File: config.mk
export PLATFORM = sky130hd
export DESIGN_NAME = hub_strap_and_status_pins
export DESIGN_NICKNAME = d
export VERILOG_FILES = /design/src/logic/hub_strap_pkg.sv /design/src/logic/strap_sync_if.sv /design/src/logic/pin_sync_reset.sv /design/src/logic/hub_strap_and_status_pins.sv
export SDC_FILE = /design/constraint.sdc
export NUM_CORES = 1
export LEC_CHECK = 0
export BUFFER_PORTS_ARGS = -buffer_cell sky130_fd_sc_hd__buf_2
export CAP_MARGIN = 20
export CORE_ASPECT_RATIO = 0.9
export CORE_UTILIZATION = 35
export CTS_BUF_LIST = sky130_fd_sc_hd__clkbuf_2
export DETAILED_ROUTE_END_ITERATION = 10
export GPL_ROUTABILITY_DRIVEN = 0
export PLACE_DENSITY = 0.61
export SLEW_MARGIN = 20
export SYNTH_ARGS = -nofsm -noshare
export SYNTH_HDL_FRONTEND = slang
export SYNTH_SLANG_ARGS = --single-unit
File: constraint.sdc
create_clock -name clk -period 2.4 [get_ports clk]
set_clock_uncertainty 0.2 [all_clocks]
set_input_delay 0.24 -clock clk [delete_from_list [all_inputs] [get_ports clk]]
set_output_delay 0.24 -clock clk [all_outputs]
set_load 0.02 [all_outputs]
File: src/logic/hub_strap_pkg.sv
package hub_strap_pkg;

    // configuration method chosen by {sel_hi, sel_mid, sel_lo}
    typedef enum logic [2:0] {
        CFG_DEFAULT = 3'h0,
        CFG_SMBUS = 3'h1,
        CFG_DEFAULT_BUSPWR = 3'h2,
        CFG_EEPROM = 3'h3,
        CFG_DPS = 3'h4,
        CFG_DPS_LED = 3'h5,
        CFG_DEFAULT_B = 3'h6,
        CFG_GANGED = 3'h7
    } cfg_method_t;

    localparam logic [6:0] SMBUS_SLAVE_ADDR = 7'h2C;
    localparam logic [6:0] SMBUS_ADDR_RST = 7'h00;
    localparam logic [1:0] FIXED_STRAP_RST = 2'h0;
    localparam logic [2:0] FIXED_PORTS_RST = 3'h0;
    localparam cfg_method_t CFG_METHOD_RST = CFG_DEFAULT;

    // bit positions of the pin vector inside the synchroniser
    localparam int PIN_RST_N = 0;
    localparam int PIN_POR = 1;
    localparam int PIN_SEL_HI = 2;
    localparam int PIN_SEL_MID = 3;
    localparam int PIN_SEL_LO = 4;
    localparam int PIN_STRAP_B0 = 5;
    localparam int PIN_STRAP_B1 = 6;
    localparam int PIN_COUNT = 7;

    // strap value to fixed-port mask, bit 0 is port 1
    function automatic logic [2:0] fixed_decode(input logic [1:0] strap);
        logic [2:0] mask;
        case (strap)
            2'h0: mask = 3'h0;
            2'h1: mask = 3'h1;
            2'h2: mask = 3'h3;
            default: mask = 3'h7;
        endcase
        return mask;
    endfunction

    function automatic logic strap_enabled(input cfg_method_t method);
        return (method == CFG_DEFAULT) || (method == CFG_DEFAULT_BUSPWR);
    endfunction

endpackage

File: src/logic/strap_sync_if.sv
`timescale 1ns/1ps
`default_nettype none

interface strap_sync_if;
    logic sel_hi;
    logic sel_mid;
    logic sel_lo;
    logic strap_b0;
    logic strap_b1;
    logic in_reset;
    logic release_pulse;

    modport src (
        output sel_hi,
        output sel_mid,
        output sel_lo,
        output strap_b0,
        output strap_b1,
        output in_reset,
        output release_pulse
    );

    modport dst (
        input sel_hi,
        input sel_mid,
        input sel_lo,
        input strap_b0,
        input strap_b1,
        input in_reset,
        input release_pulse
    );
endinterface

`default_nettype wire

File: src/logic/pin_sync_reset.sv
`timescale 1ns/1ps
`default_nettype none

module pin_sync_reset (
    input wire logic clk,
    input wire logic sys_rst,
    input wire logic reset_pin_n,
    input wire logic por_supplies_stable,
    input wire logic cfg_method_sel_hi,
    input wire logic cfg_method_sel_mid,
    input wire logic cfg_method_sel_lo,
    input wire logic fixed_port_strap_b0,
    input wire logic fixed_port_strap_b1,
    strap_sync_if.src link
);
    localparam int N = hub_strap_pkg::PIN_COUNT;

    typedef struct packed {
        logic [N-1:0] stage1;
        logic [N-1:0] stage2;
        logic in_reset;
        logic release_pulse;
    } sync_state_t;

    localparam sync_state_t SYNC_RST = '{
        stage1: '0,
        stage2: '0,
        in_reset: 1'b1,
        release_pulse: 1'b0
    };

    sync_state_t state;
    sync_state_t next_state;
    logic out_of_reset;

    // internal reset holds while the pin is low or supplies are not yet stable
    assign out_of_reset = state.stage2[hub_strap_pkg::PIN_RST_N]
        && state.stage2[hub_strap_pkg::PIN_POR];

    always_comb begin
        next_state = state;
        next_state.stage1 = {fixed_port_strap_b1, fixed_port_strap_b0, cfg_method_sel_lo,
            cfg_method_sel_mid, cfg_method_sel_hi, por_supplies_stable, reset_pin_n};
        next_state.stage2 = state.stage1;
        next_state.in_reset = !out_of_reset;
        next_state.release_pulse = state.in_reset && out_of_reset;
    end

    always_ff @(posedge clk or posedge sys_rst) begin
        if (sys_rst) begin
            state <= SYNC_RST;
        end else begin
            state <= next_state;
        end
    end

    assign link.sel_hi = state.stage2[hub_strap_pkg::PIN_SEL_HI];
    assign link.sel_mid = state.stage2[hub_strap_pkg::PIN_SEL_MID];
    assign link.sel_lo = state.stage2[hub_strap_pkg::PIN_SEL_LO];
    assign link.strap_b0 = state.stage2[hub_strap_pkg::PIN_STRAP_B0];
    assign link.strap_b1 = state.stage2[hub_strap_pkg::PIN_STRAP_B1];
    assign link.in_reset = state.in_reset;
    assign link.release_pulse = state.release_pulse;

endmodule

`default_nettype wire

File: src/logic/hub_strap_and_status_pins.sv
// Notes on behaviour
// - latch upper config-select pin at reset release; with others it picks config method.
// - when the upper select pin is not bonded out it reads as zero.
// - internal reset holds logic until supplies stable and reset pin released.
// - active LED asserted only while configured and not suspended.
// - low on power sense means bus powered, high means local power present, except select 010 is always bus powered.
// - with straps enabled, both fixed-port bits are sampled at reset release.
// - fixed strap 00 none, 01 port1, 10 ports 1-2, 11 ports 1-3.
// - active LED is active high for strap 00 and 10, low for 01 and 11.
// - speed LED active high when mid select was 0, low when it was 1.
// - select 001 means SMBus slave at 0101100, straps ignored, registers rule.
`timescale 1ns/1ps
`default_nettype none

module hub_strap_and_status_pins #(
    parameter bit SEL_HI_BONDED = 1'b1
) (
    input wire logic clk,
    input wire logic sys_rst,
    input wire logic reset_pin_n,
    input wire logic por_supplies_stable,
    input wire logic cfg_method_sel_hi,
    input wire logic cfg_method_sel_lo,
    input wire logic fixed_port_strap_b1,
    input wire logic cfg_method_sel_mid,
    output logic upstream_speed_led_out,
    output logic upstream_speed_led_oe,
    input wire logic fixed_port_strap_b0,
    output logic active_state_led_out,
    output logic active_state_led_oe,
    input wire logic hub_configured,
    input wire logic hub_suspended,
    input wire logic hub_high_speed,
    output logic internal_rst,
    output hub_strap_pkg::cfg_method_t cfg_method,
    output logic strap_options_en,
    output logic smbus_slave_mode,
    output logic [6:0] smbus_slave_addr,
    output logic regs_control,
    output logic [2:0] fixed_ports,
    output logic self_powered
);

    typedef struct packed {
        hub_strap_pkg::cfg_method_t cfg_method;
        logic [1:0] fixed_strap;
        logic [2:0] fixed_ports;
        logic strap_en;
        logic self_powered;
        logic smbus_mode;
        logic regs_ctrl;
        logic [6:0] smbus_addr;
        logic internal_rst;
        logic active_out;
        logic active_oe;
        logic speed_out;
        logic speed_oe;
    } pins_state_t;

    localparam pins_state_t PINS_RST = '{
        cfg_method: hub_strap_pkg::CFG_METHOD_RST,
        fixed_strap: hub_strap_pkg::FIXED_STRAP_RST,
        fixed_ports: hub_strap_pkg::FIXED_PORTS_RST,
        strap_en: 1'b0,
        self_powered: 1'b0,
        smbus_mode: 1'b0,
        regs_ctrl: 1'b0,
        smbus_addr: hub_strap_pkg::SMBUS_ADDR_RST,
        internal_rst: 1'b1,
        active_out: 1'b0,
        active_oe: 1'b0,
        speed_out: 1'b0,
        speed_oe: 1'b0
    };

    strap_sync_if link ();

    pin_sync_reset u_sync (
        .clk(clk),
        .sys_rst(sys_rst),
        .reset_pin_n(reset_pin_n),
        .por_supplies_stable(por_supplies_stable),
        .cfg_method_sel_hi(cfg_method_sel_hi),
        .cfg_method_sel_mid(cfg_method_sel_mid),
        .cfg_method_sel_lo(cfg_method_sel_lo),
        .fixed_port_strap_b0(fixed_port_strap_b0),
        .fixed_port_strap_b1(fixed_port_strap_b1),
        .link(link)
    );

    pins_state_t state;
    pins_state_t next_state;
    hub_strap_pkg::cfg_method_t sampled_method;
    logic sampled_hi;
    logic hub_active;

    // an unbonded upper select pad is seen as zero
    assign sampled_hi = SEL_HI_BONDED ? link.sel_hi : 1'b0;
    assign sampled_method = hub_strap_pkg::cfg_method_t'({sampled_hi, link.sel_mid,
        link.sel_lo});
    assign hub_active = hub_configured && !hub_suspended;

    always_comb begin
        next_state = state;
        if (link.release_pulse) begin
            // capture happens only here, so values hold until the next release
            next_state.cfg_method = sampled_method;
            next_state.strap_en = hub_strap_pkg::strap_enabled(sampled_method);
            if (hub_strap_pkg::strap_enabled(sampled_method)) begin
                next_state.fixed_strap = {link.strap_b1, link.strap_b0};
            end else begin
                next_state.fixed_strap = hub_strap_pkg::FIXED_STRAP_RST;
            end
            next_state.fixed_ports = hub_strap_pkg::fixed_decode(next_state.fixed_strap);
            next_state.self_powered = link.strap_b0
                && (sampled_method != hub_strap_pkg::CFG_DEFAULT_BUSPWR);
            next_state.smbus_mode = (sampled_method == hub_strap_pkg::CFG_SMBUS);
            next_state.regs_ctrl = (sampled_method == hub_strap_pkg::CFG_SMBUS)
                || (sampled_method == hub_strap_pkg::CFG_EEPROM);
            if (sampled_method == hub_strap_pkg::CFG_SMBUS) begin
                next_state.smbus_addr = hub_strap_pkg::SMBUS_SLAVE_ADDR;
            end else begin
                next_state.smbus_addr = hub_strap_pkg::SMBUS_ADDR_RST;
            end
        end
        if (link.in_reset) begin
            // pads float during reset so the straps can be read
            next_state.internal_rst = 1'b1;
            next_state.active_oe = 1'b0;
            next_state.speed_oe = 1'b0;
            next_state.active_out = 1'b0;
            next_state.speed_out = 1'b0;
        end else begin
            next_state.internal_rst = 1'b0;
            next_state.active_oe = 1'b1;
            next_state.speed_oe = 1'b1;
            next_state.active_out = hub_active ^ next_state.fixed_strap[0];
            next_state.speed_out = hub_high_speed ^ next_state.cfg_method[1];
        end
    end

    always_ff @(posedge clk or posedge sys_rst) begin
        if (sys_rst) begin
            state <= PINS_RST;
        end else begin
            state <= next_state;
        end
    end

    assign upstream_speed_led_out = state.speed_out;
    assign upstream_speed_led_oe = state.speed_oe;
    assign active_state_led_out = state.active_out;
    assign active_state_led_oe = state.active_oe;
    assign internal_rst = state.internal_rst;
    assign cfg_method = state.cfg_method;
    assign strap_options_en = state.strap_en;
    assign smbus_slave_mode = state.smbus_mode;
    assign smbus_slave_addr = state.smbus_addr;
    assign regs_control = state.regs_ctrl;
    assign fixed_ports = state.fixed_ports;
    assign self_powered = state.self_powered;
endmodule

`default_nettype wire

==> impl_metrics.csv, run 1 <==
group,metric,value,unit
outcome,outcome,"finished clean",
clock_network,ctsHoldBuffers,10,
clock_network,cts_resized,0,
sta,rsz0062_at_grt,"false",
min_path,min_path_type,"in -> reg",
pwr,intPower,716,uW
clock_network,post_cts_buffers,0,
pwr,clock_power_share,24.4,%
sta,fmax,623,MHz
floorplanning,io-pin-count,34,
clock_network,clk_latency,0.35,ns
worst_setup_path,worstSetupStartpointType,"flop",
global_route,grt_use_total,10.5,%
pwr,p_switching,265,uW
floorplanning,core,3090,sq um
clock_network,cts_buffers,5,
floorplanning,fp.dieH,56.5,microns
sta,final-hold-violation-count,0,
pwr,p_leak,0.000690,uW
pwr,power_density,706,nW/um^2
drt,vias_per_cell,4.05,
floorplanning,initial_core_util,37.4,%
drt,drtIter0Drc,21,
worst_setup_path,worstReg2RegStart,"u_sync.link.release_pulse",
worst_setup_path,cp_data_required_time,2.47,ns
global_route,antenna_found_initial,0,
final_layout,antenna_cells,0,
worst_setup_path,critical_path_arrival,1.68,ns
yosys,netlist_area,1150,sq um
yosys,seq_area_frac_synth,67.4,%
clock_network,numClockSinks,31,
floorplanning,rows,19,
floorplanning,die_w,62.6,microns
place,port-buffer-count,29,
final_layout,areaGrowthSynthToFinish,20.4,%
worst_setup_path,r2r_cells,3,
pwr,seq_power_share,60.2,%
sta,fin_crit_sh,66.8,%
clock_network,h-tree-depth,2,
place,post-place-ws,0.835,ns
clock_network,clkTransAtPathRegs,0.13,ns
sta,maxSlewHeadroom,62.3,%
drt,drt-pass1-iter-count,2,
sta,setup_tns,0,ns
final_layout,nFillCells,297,
final_layout,nets,129,
yosys,yosysWarnings,0,
pwr,comb_power_share,15.5,%
flow_run,cap_violations,0,
worst_setup_path,worstSetupEndpointType,"flop",
sta,fin_crit,1.60,ns
global_route,overflow,0,
clock_network,cts_tree,"yes",
min_path,hold_depth,4,
yosys,synth_top_area_share,62.8,%
global_route,grt_max_degree,25,
sta,setup_viol,0,
sta,drv_slew,0,
floorplanning,dieArea,3530,sq um
worst_setup_path,critPathKind,"reg -> reg",
yosys,syn_avg_cell_area,13.9,sq um
final_layout,layout_common_cells,"dfrtp_1 (29), buf_2 (29), dlygate4sd3_1 (10)",
drt,wl_per_cell,10.1,microns
sta,setup_slack,0.796,ns
pwr,swShare,27.0,%
global_route,first_global_vias,593,
drt,detail-route-antenna-nets,0,
final_layout,post-route-util,45.0,%
drt,drc,0,
yosys,syn_inst,83,
place,hpwl,1.12,mm
yosys,ys_ff_latch,31,
drt,dr_total_vias,648,
clock_network,root_buffer,"clkbuf_2",
worst_setup_path,setup.worst_path.start,"u_sync.link.release_pulse",
final_layout,drive_above_1_share,42.4,%
worst_setup_path,reg2reg_slack,0.80,ns
worst_setup_path,r2r_end,"active_state_led_out",
yosys,synth_largest_area_cell,"dfrtp_1",
sta,max_slew.worst_pin.slew,0.565,ns
min_path,hp-start,"hub_suspended",
worst_setup_path,cp_max_fo,15,
clock_network,cts_buffer_depth,2,
yosys,yosysUniqueCellTypes,24,
global_route,grt_pass1_wl,2.62,mm
yosys,yosys-top-cells-area,"dfrtp_1 (63%), buf_4 (9.1%), mux2_2 (4.9%)",
drt,postRouteWirelength,1.62,mm
min_path,whs_endpoint,"active_state_led_out",
pwr,peakVddDrop,0.406,mV
==> metal layers <==
layer	GRT usage, %	routed length [microns]
met1	13.3	746
met2	13.8	715
met3	6.10	124
met4	5.98	31
met5	0	0
==> synth_stat cells <==
library cell / number
inv_1: 7
buf_4: 14
dfstp_2: 2
nand2_2: 1
nor3b_1: 1
a21boi_0: 1
buf_2: 1
nor3b_2: 1
conb_1: 1
nor2_1: 2
o21ai_0: 3
mux2i_1: 1
dfrtp_1: 29
mux2_4: 1
nand2b_1: 2
nand2_1: 4
nand3b_1: 1
o22ai_1: 1
o32ai_4: 1
nor2_2: 1
o211ai_1: 1
buf_6: 1
mux2_2: 5
nand3_1: 1
==> final cells by class <==
class	count	area (sq um)	share of cell area, %
multi-input cells	32	240	17.3
inverters	7	26.3	1.89
repair buffers	40	253	18.2
clock buffers	8	40.0	2.88
flip-flops and latches	31	778	56.0
well taps	42	52.6	3.78
==> sequential cells by signal (all words and copies together) (netlist names), 2 cells and up <==
signal             count
u_sync.state           2
u_sync.next_state      7
cfg_method             3
fixed_ports            3
==> worst max-delay path by stage <==
stage                     cells past startpoint  slack (ns)                    to
after floorplan                               3        1.13         cfg_method[0]
after global placement                        3        0.88  active_state_led_out
after detailed placement                      3        0.84  active_state_led_out
after CTS                                     3        0.79  active_state_led_out
after global routing                          3        0.66  active_state_led_out
final                                         3        0.80  active_state_led_out
==> kinds of logic after synthesis <==
group / after synthesis / synth area share [%]
AOI/OAI and AO/OA: 7 / 5.53
buffers and inverters: 23 / 12.8
DFF: 31 / 67.4
muxes: 7 / 7.04
other: 1 / 0.325
and+or+nand+nor: 14 / 6.93
==> metrics by stage <==
step | hold WS (ns) | area [sq um] | cells | power [uW]
4_1_cts | 0.0284 | 1390 | 160 | 1000
3_3_place_gp | -0.0220 | 1250 | 142 | 741
2_1_floorplan | 0.0714 | 1170 | 86 | 723
3_5_place_dp | -0.0167 | 1250 | 142 | 743
6_report | 0.0588 | 1390 | 160 | 981
5_1_grt | 0.0787 | 1390 | 160 | 1030
==> power groups by stage <==
stage / Clock (uW) / Sequential, uW / Combinational, uW
4_1_cts: 257 / 591 / 155
6_report: 239 / 590 / 152
2_1_floorplan: 0 / 609 / 114
5_1_grt: 275 / 597 / 163
3_3_place_gp: 0 / 600 / 141
3_5_place_dp: 0 / 601 / 142
==> critical path: stages (launching register included) <==
cell,delay [ns]
dfrtp_1,0.72
nand2_2,0.14
o32ai_4,0.26
mux2i_1,0.21
Power figures use the tool's default switching activity.
==> inputs of run 2 (changes only) <==
--- a/config.mk
+++ b/config.mk
@@ -12,7 +12,7 @@
 export CTS_BUF_LIST = sky130_fd_sc_hd__clkbuf_2
 export DETAILED_ROUTE_END_ITERATION = 10
 export GPL_ROUTABILITY_DRIVEN = 0
-export PLACE_DENSITY = 0.61
+export PLACE_DENSITY = 0.63
 export SLEW_MARGIN = 20
 export SYNTH_ARGS = -nofsm -noshare
 export SYNTH_HDL_FRONTEND = slang
==> constraint.sdc (replaced) <==
create_clock -name clk -period 1.34 [get_ports clk]
set_clock_uncertainty 0.2 [all_clocks]
set_input_delay 0.134 -clock clk [delete_from_list [all_inputs] [get_ports clk]]
set_output_delay 0.134 -clock clk [all_outputs]
set_load 0.02 [all_outputs]
==> impl_metrics.csv, run 2 (synthesis results as in run 1) <==
group,metric,value,unit
final_layout,areaGrowthSynthToFinish,24.7,%
worst_setup_path,cp_slowest_stage_delay,0.55,ns
place,dp_cells,145,
floorplanning,rows,19,
floorplanning,fp.dieH,56.5,microns
clock_network,root_buffer,"clkbuf_2",
global_route,use_met2,16.0,%
clock_network,cts_buffers,5,
worst_setup_path,cp_data_required_time,1.01,ns
worst_setup_path,cp_max_fo,1,
final_layout,post-route-util,46.6,%
sta,fmax,763,MHz
global_route,antenna_found_initial,0,
flow_run,cap_violations,0,
clock_network,clk_latency,0.33,ns
final_layout,nets,133,
drt,vias_per_cell,3.90,
min_path,hold_depth,0,
final_layout,final_common_cell,"dfrtp_1",
pwr,peakVddDrop,0.583,mV
sta,whs,0.161,ns
place,port-buffer-count,29,
worst_setup_path,crit_path_cell_trace,"buf_6",
floorplanning,core,3090,sq um
drt,dr_total_vias,640,
sta,setup_tns,0,ns
clock_network,cts_buffer_depth,2,
sta,final-hold-violation-count,0,
worst_setup_path,r2r_cells,2,
global_route,busiest_layer,"met2",
final_layout,antenna_cells,0,
worst_setup_path,worstSetupStartpointType,"flop",
floorplanning,io-pin-count,34,
global_route,overflow,0,
drt,drtIter0Drc,12,
sta,drv_slew,0,
global_route,grt_use_total,10.5,%
clock_network,numClockSinks,31,
min_path,whs_endpoint,"u_sync.link.sel_mid",
place,hpwl,1.07,mm
pwr,p_leak,0.000712,uW
floorplanning,initial_core_util,37.4,%
worst_setup_path,worstSetupEndpointType,"primary output",
sta,fin_crit,1.31,ns
final_layout,layout_common_cells,"dfrtp_1 (28), buf_2 (24), dlygate4sd3_1 (11)",
worst_setup_path,crit_cells,1,
sta,setup_viol,0,
worst_setup_path,reg2reg_slack,0.06,ns
sta,fin_crit_sh,97.8,%
drt,detail-route-antenna-nets,0,
drt,wl_per_cell,9.59,microns
pwr,power_density,1230,nW/um^2
global_route,grtUsageMet3,4.07,%
worst_setup_path,critPathKind,"reg -> out",
floorplanning,dieArea,3530,sq um
worst_setup_path,crit_buf_inv,1,
global_route,grt_use_met1,11.6,%
final_layout,drive_above_1_share,44.3,%
worst_setup_path,critical_path_arrival,0.98,ns
drt,postRouteWirelength,1.57,mm
global_route,grt_max_degree,32,
global_route,first_global_vias,661,
outcome,outcome,"finished clean",
clock_network,h-tree-depth,2,
clock_network,clkTransAtPathRegs,0.12,ns
drt,drc,0,
sta,rsz0062_at_grt,"true",
clock_network,cts_tree,"yes",
worst_setup_path,cp_slowest_cell,"dfstp_2",
worst_setup_path,crit_family,"flip-flops",
final_layout,stdcell_count,164,
worst_setup_path,worstReg2RegStart,"u_sync.link.release_pulse",
worst_setup_path,r2r_end,"cfg_method[0]",
min_path,hp-start,"u_sync.next_state[5]",
global_route,grt_pass1_wl,2.72,mm
drt,drt-pass1-iter-count,3,
final_layout,largest_reg_flops,7,
min_path,min_path_type,"reg -> reg",
floorplanning,die_w,62.6,microns
run 2: cell count changes in the layout (fill, tap and decap cells not counted):
| cell | delta |
|---|---|
| dfrtp_1 | -1 |
| dfrtp_2 | +1 |
| buf_2 | -5 |
| buf_6 | +1 |
| buf_4 | +7 |
| dlygate4sd3_1 | +1 |
run 2: per-stage QoR:
stage               power, uW  cell area (sq um)  setup WS [ns]
floorplan                1300               1170         0.0665
global placement         1330               1270          0.104
detailed placement       1340               1270         0.0742
CTS                      1800               1430       0.000170
global route             1880               1440        -0.0293
finish                   1780               1440         0.0293
run 2: power breakdown:
part	switching, uW	internal (uW)
combinational	163	133
clock	274	154
sequential	42.2	1010
total	479	1300
run 2: layer usage:
metal	part of all wire (%)	routed length, microns
met1	45	704
met2	47	732
met3	6.2	97
met4	2.5	39
met5	0	0
run 2: worst max path at each step:
| stage | start | end | slack (ns) |
|---|---|---|---|
| after floorplan | u_sync.link.release_pulse | cfg_method[0] | 0.07 |
| after global placement | u_sync.link.release_pulse | cfg_method[2] | 0.10 |
| after detailed placement | u_sync.link.release_pulse | cfg_method[0] | 0.07 |
| after CTS | internal_rst | internal_rst | 0.0002 |
| after global routing | internal_rst | internal_rst | -0.03 |
| final | internal_rst | internal_rst | 0.03 |
run 2: final cells by class:
type,instances,area [sq um]
fill,292,1650
sequential,31,779
timing repair buffer,44,302
multi-input combinational,32,240
tap,42,52.6
clock buffer,8,40.0
inverter,7,26.3
run 2: timing repair:
item,CTS,global route
setup buffers,0,0
endpoints found under the setup margin,1,7
gates resized for setup,2,5
hold endpoints to repair,40,0
hold buffers,11,0
